[src/tx_timeout_test_defines.svh]
// offsets, field positions, reset values and timing counts of the timeout test block
`ifndef TX_TIMEOUT_TEST_DEFINES_SVH
`define TX_TIMEOUT_TEST_DEFINES_SVH

// register word address on the host port
`define MASTER_CONFIG_TWO_ADDR   8'h4e
// field positions inside master_config_two
`define TRIGGER_BIT              15
`define PENDING_BIT              14
`define PART_ID_MSB              13
`define PART_ID_LSB              12
`define REV_ID_MSB               11
`define REV_ID_LSB               8
// identification codes, values arbitrary
`define PART_ID_VALUE            2'h2
`define REV_ID_VALUE             4'h3
// bus numbering and the pending interrupt bit each one raises
`define BUS_A                    0
`define BUS_B                    1
`define LOOPBACK_FAIL_A_BIT      12
`define LOOPBACK_FAIL_B_BIT      11
// timing: figures in their own units, counts derived
`define CLK_PERIOD_NS            8
`define TIMEOUT_NS               663000
`define TIMEOUT_CYCLES           (`TIMEOUT_NS / `CLK_PERIOD_NS)
`define TEST_BURST_NS            700000
`define TEST_BURST_CYCLES        (`TEST_BURST_NS / `CLK_PERIOD_NS)
`define TEST_BURST_WORDS         35
`define WDOG_CNT_W               17

`endif

[src/tx_timeout_test_pkg.sv]
// types shared by the timeout test block and its watchdogs
`include "tx_timeout_test_defines.svh"

package tx_timeout_test_pkg;

    // test sequencer, one-hot
    typedef enum logic [3:0] {
        ST_IDLE    = 4'b0001,
        ST_ARMED   = 4'b0010,
        ST_PENDING = 4'b0100,
        ST_RUNNING = 4'b1000
    } test_state_t;

    // state of one transmitter watchdog
    typedef struct packed {
        logic [`WDOG_CNT_W-1:0] count;
        logic                   cut;
    } wdog_state_t;

    // state of the top block
    typedef struct packed {
        test_state_t state;
        logic        test_bus;
        logic [1:0]  prev_request;
        logic [1:0]  prev_cut;
        logic [1:0]  tx_enable;
        logic [1:0]  loopback_fail;
        logic        test_burst;
        logic [15:0] rdata;
        logic        rvalid;
    } top_state_t;

endpackage

[src/wdog_if.sv]
// link between the test block and one transmitter watchdog
`timescale 1ns/100ps
`default_nettype none

interface wdog_if;
    logic request;   // transmitter wants to send
    logic cut;       // watchdog has expired, hold the transmitter off

    modport wdog (input request, output cut);
    modport user (output request, input cut);
endinterface

`default_nettype wire

[src/tx_watchdog.sv]
// transmit watchdog for one bus, counting only while the request is up and cleared when it drops
`include "tx_timeout_test_defines.svh"
`timescale 1ns/100ps
`default_nettype none

module tx_watchdog
    import tx_timeout_test_pkg::*;
#(
    parameter int LIMIT = `TIMEOUT_CYCLES
)(
    input  wire logic core_clk,
    input  wire logic rst_n,
    wdog_if.wdog      link
);

    wdog_state_t cur;    // registered state
    wdog_state_t next_s; // next state

    // count every requesting cycle; expire one cycle before the limit so the
    // registered enable in the top block is high for exactly LIMIT cycles
    always_comb
    begin
        next_s = cur;
        if (!link.request)
        begin
            // transmission over: rearm for the next one
            next_s.count = '0;
            next_s.cut   = 1'b0;
        end
        else
        begin
            if (cur.count != {`WDOG_CNT_W{1'b1}})
                next_s.count = cur.count + `WDOG_CNT_W'(1);
            if (cur.count >= `WDOG_CNT_W'(LIMIT - 1))
                next_s.cut = 1'b1;
        end
    end

    always_ff @(posedge core_clk or negedge rst_n)
    begin
        if (!rst_n)
            cur <= '0;
        else
            cur <= next_s;
    end

    assign link.cut = cur.cut;

    // cut holds for as long as the request stays up
    cut_holds_a: assert property (@(posedge core_clk) disable iff (!rst_n)
        cur.cut && link.request |=> cur.cut)
        else $error("watchdog released while request still high");

endmodule

`default_nettype wire

[src/flat_wrapper.sv]
// flat-port wrapper written by rule: the top's interface ports become plain ports
module tx_watchdog_flat import tx_timeout_test_pkg::*;
#(
    parameter int LIMIT = `TIMEOUT_CYCLES
)
  (core_clk, rst_n, link_request, link_cut);
  wdog_if link_i ();
  input  wire logic core_clk;
  input  wire logic rst_n;
  input wire logic [$bits(link_i.request)-1:0] link_request;
  output wire logic [$bits(link_i.cut)-1:0] link_cut;
  assign link_i.request = link_request;
  assign link_cut = link_i.cut;
  tx_watchdog #(.LIMIT(LIMIT)) u_core (.core_clk(core_clk), .rst_n(rst_n), .link(link_i));
endmodule
[config.mk]
export PLATFORM = sky130hd
export DESIGN_NAME = tx_watchdog_flat
export DESIGN_NICKNAME = d
export VERILOG_FILES = /design/src/tx_timeout_test_pkg.sv /design/src/wdog_if.sv /design/src/tx_watchdog.sv /design/src/flat_wrapper.sv
export VERILOG_INCLUDE_DIRS = /design/src /design/src/src
export SDC_FILE = /design/constraint.sdc
export NUM_CORES = 1
export LEC_CHECK = 0
export BUFFER_PORTS_ARGS = -buffer_cell sky130_fd_sc_hd__buf_2
export CORE_MARGIN = 5
export CORE_UTILIZATION = 52
export DETAILED_ROUTE_END_ITERATION = 8
export PLACE_DENSITY = 0.69
export SYNTH_ARGS = -nofsm -noshare
export SYNTH_HDL_FRONTEND = slang
export SYNTH_SLANG_ARGS = --single-unit
export TNS_END_PERCENT = 50
[constraint.sdc]
create_clock -name core_clk -period 2.8 [get_ports core_clk]
set_input_delay 0.56 -clock core_clk [delete_from_list [all_inputs] [get_ports core_clk]]
set_output_delay 0.56 -clock core_clk [all_outputs]
set_load 0.005 [all_outputs]
After elaboration in Yosys (flattened, before gate mapping):

Index checks and enable logic that the tools add are counted.

* register bits after elaboration: 18
* input bits: 3
* output and inout port bits: 1
* logic and storage cells: 10

* add/sub/neg operators: 1
* $lt $le $gt $ge: 1
* eq/ne operators: 3
* muxes and demuxes: 3

Operators with widths (count)
* 18-bit two-way mux: 1
* 17-bit by 1-bit adder with 17-bit output (second input constant): 1
* 17-bit >= comparator (second input constant): 1
* 17-bit two-way mux: 1
* 17-bit inequality test (second input constant): 1
* 2-bit by 1-bit inequality test with 1-bit output (second input constant): 2
* 1-bit two-way mux: 1

Longest topological paths before layout:

* word-level depth: 3
* gate-level depth with buffers: 9
* mapped depth without buffers: 8

Worst setup path after synthesis:

OpenSTA, ideal clock, no wires.

* kind: reg2reg
* start: register u_core.cur[4] (netlist name)
* end: register u_core.cur[16] (netlist name)
* library setup time: 0.079 ns
* arrival: 2.079 ns
* required time: 2.721 ns
* setup slack: 0.642 ns
* stages on the path, launching flop included: 9
* buffers on the path: 0
* clock period less this slack: 2.158 ns
* path through: dfrtp_1 > nand4_4 > nor4_1 > and4_1 > ha_1 > and2_2 > or2_2 > or4_1 > a21oi_1

* word-level cells in the longest chain between the ends: 3
* elaborated cells on any way between the ends: 5
* classes of those cells: 1 x add/sub; 2 x eq/ne; 2 x mux

Ends and longest elaborated chain
* start, declared: line tx_watchdog.sv:16 `wdog_state_t cur;`
* start signal, assigned: line tx_watchdog.sv:44 `cur <= next_s;`
* 17-bit by 1-bit adder with 17-bit output: line tx_watchdog.sv:33 `` next_s.count = cur.count + `WDOG_CNT_W'(1); ``
* 17-bit two-way mux: line tx_watchdog.sv:32 `` if (cur.count != {`WDOG_CNT_W{1'b1}}) ``
* 18-bit two-way mux: line tx_watchdog.sv:24 `if (!link.request)`

Parallel ways exist; a longest one is shown, timed or not. The select of a mux whose other input is x is not followed.
A chain may end at the register's enable or synchronous reset.

Final worst setup path:

* start: register u_core.cur[9] (netlist name)
* end: register u_core.cur[16] (netlist name)

Same word-level chain as after synthesis.

==> results.md <==
- Chip height: 53.1 um
- Post-CTS Setup Bufs: 0
- Seq/Total Area, Yosys: a little under half
- Quantity of I/O buffers inserted on ports: 3
- Synth Cell Area: between 900 and 1000 um^2
- Largest net degree at the start of global routing: 19
- Vias in the first global route: ~780
- I/O Pins: 4
- Vias: 743
- Power Density: 433 nW/um^2
- DRT antenna net count: 0
- Gr usage total: 16.4%
- Most frequent cells in the layout: 18 x dfrtp_1, 16 x nor2_1, 10 x xnor2_1
- CTS buffer count: 3
- H-tree levels: 1
- Clk pwr share: 35.4%
- Yosys reg bits: 18
- Clk pin slew, worst setup/hold paths: roughly 0.10 ns
- RSZ-0062 raised after global routing: no
- Crit end category: flop
- Num Clock Sinks: 18
- Initial Util: 55.4%
- Lkg Pwr: between 0.4 and 0.5 nW
- CP arrival: 2.73 ns
- Final Max Slew Viols: 0
- Hold-fix buffers, CTS: 0
- Total power: 0.452 mW
- Initial antenna violation count: 0
- Core Footprint: 1750 um^2
- Combinational power share: under 10%
- Reg power frac: 59.4%
- Full die area: 2820 um^2
- Fin Clk Skew: 0.00240 ns
- Most common cell after layout, fill and taps aside: dfrtp_1
- CTS root buffer: clkbuf_4
- Final period util: 90.0%
- NetSw: 0.102 mW
- Synth Net Count: 108
- Drc violations: 0
- Worst Max-Slew Pin Slew: 0.450 ns
- Post-synth ARST share: between 90% and 100%
- Final min period: 2.52 ns
- Drt pass-1 iters: 4
- Hold Fails Final Rpt: 0
- Post-cts repair resize count: 0
- Reg2Reg Launch Point: u_core.cur[9]$_DFFE_PN0P_
- Placed cell areas: around 1000 um^2
- Final setup fails: 0
- Fraction of layout cells with a size suffix above 1: between 10 and 15%
- RR Endpoint: u_core.cur[16]$_DFFE_PN0P_
- Critical path startpoint category: flop
- Top_reg_cell synth: dfrtp_1
- CTS tree: done
- Drt total wl: 1890 um
- GR Overflow Total: 0
- Crit path max fanout: 11
- Initial DRC Count: 15
- Hold Slack: 0.183 ns
- Worst skew pair latency: around 0.29 ns
- Status: completed
- Die W: between 50 and 60 um
- Syn Inst Count: 102
- GPL Wtd Cong: 0.774
- Max-Cap Viols: 0
- Worst reg2reg setup slack: 0.28 ns
- Area growth from synthesis to final layout: 7.76%
- Worst vdd ir: 0.000304 V
- Std-Cell Rows: 15
- Rel. slew slack: 69.8%
- Fin cells: approximately 130
- Post-route setup TNS: 0 ns
- Int Pwr: between 0.3 and 0.4 mW
- Vias per cell: 5.63
- Final instance area: 1040 um^2
- CP Class: flop to flop
- Fmax: 397 MHz
- Yosys cell types: 31
- Yosys warnings: 0
- First-pass GRT wire length: 3350 um
- WL/cell: 14.3 um
- Worst hold-check path type: input port to asynchronous set/reset pin
- Cells on worst reg2reg path: 8
- Clk buf depth: 2
- Worst EP required: 3.01 ns
- Switching part of the total power: 22.5%
- Inserted Diodes: 0
- Avg Cell Area, Syn: 9.48 um^2
- Placed cell count: about 130
- Final HPWL DP: roughly 1300 um
- Nets: 114
- Post-synth EDFFs: 0
worst max-delay path, stage by stage, from the launching register on:
cell     delay, ns
dfrtp_1       0.44
nand4_1       0.21
nor4_1        0.08
and4_1        0.20
ha_1          0.31
and2_2        0.27
or2_2         0.31
or4_1         0.47
a21oi_1       0.14
flip-flops by register name, indices dropped and copies added (netlist names):
| register | flops |
|---|---|
| u_core.cur | 17 |
| u_core.link.cut | 1 |
per-layer routing:
| metal | vias up | track usage, % | share of wire, % |
|---|---|---|---|
| met2 | 6 | 27.3 | 51 |
| met5 | - | 0 | 0 |
| met1 | 370 | 20.5 | 46 |
| li1 | 365 | - | - |
| met3 | 2 | 2.82 | 2.1 |
| met4 | 0 | 7.66 | 0.95 |
area by class of cell:
type	count	area, um^2
Inverter	6	22.5
Multi-Input combinational cell	76	487
Tap cell	25	31.3
Fill cell	162	703
Timing Repair Buffer	3	15.0
Clock buffer	4	36.3
Sequential cell	18	450
cells by family after synthesis:
| family | synth area share [%] |
|---|---|
| flip-flops | 46.6 |
| buffers and inverters | 3.10 |
| adder cells (fa/ha/maj) | 3.88 |
| multiplexers | 1.03 |
| AO/OA/AOI/OAI | 8.15 |
| XOR/XNOR | 9.96 |
| AND/OR/NAND/NOR | 27.3 |
synthesized netlist by cell type (all sizes together), types with 2 or more instances:
| library cell | number | area [um^2] |
|---|---|---|
| a21oi | 5 | 25.0 |
| clkbuf | 2 | 7.51 |
| dfrtp | 18 | 450 |
| ha | 3 | 37.5 |
| inv | 5 | 18.8 |
| nand2 | 4 | 15.0 |
| nand3 | 3 | 15.0 |
| nand4 | 2 | 27.5 |
| nor2 | 16 | 60.1 |
| nor3 | 5 | 25.0 |
| nor4 | 6 | 37.5 |
| o21ai | 5 | 25.0 |
| or3 | 4 | 31.3 |
| xnor2 | 10 | 87.6 |
worst max-delay path by stage:
stage	start	end	slack (ns)	depth (start not counted)
2_1_floorplan	u_core.cur[4]$_DFFE_PN0P_	u_core.cur[16]$_DFFE_PN0P_	0.64	8
3_3_place_gp	u_core.cur[9]$_DFFE_PN0P_	u_core.cur[16]$_DFFE_PN0P_	0.38	8
5_1_grt	u_core.cur[9]$_DFFE_PN0P_	u_core.cur[16]$_DFFE_PN0P_	0.11	8
6_report	u_core.cur[9]$_DFFE_PN0P_	u_core.cur[16]$_DFFE_PN0P_	0.28	8
3_5_place_dp	u_core.cur[8]$_DFFE_PN0P_	u_core.cur[16]$_DFFE_PN0P_	0.32	8
4_1_cts	u_core.cur[8]$_DFFE_PN0P_	u_core.cur[16]$_DFFE_PN0P_	0.29	8
power by group through the flow:
stage | clock network (mW) | registers, mW | logic (mW)
2_1_floorplan | 0 | 0.272 | 0.0139
3_3_place_gp | 0 | 0.273 | 0.0230
3_5_place_dp | 0 | 0.273 | 0.0242
4_1_cts | 0.166 | 0.268 | 0.0242
5_1_grt | 0.180 | 0.270 | 0.0274
6_report | 0.160 | 0.268 | 0.0235
per-stage QoR:
step / util (%) / worst slack [ns]
detailed placement: 57.6 / 0.321
global placement: 57.6 / 0.375
finish: 59.7 / 0.279
floorplan: - / 0.642
global route: 59.7 / 0.108
CTS: 59.7 / 0.289
Note: power is estimated with default switching activity, not from simulation.
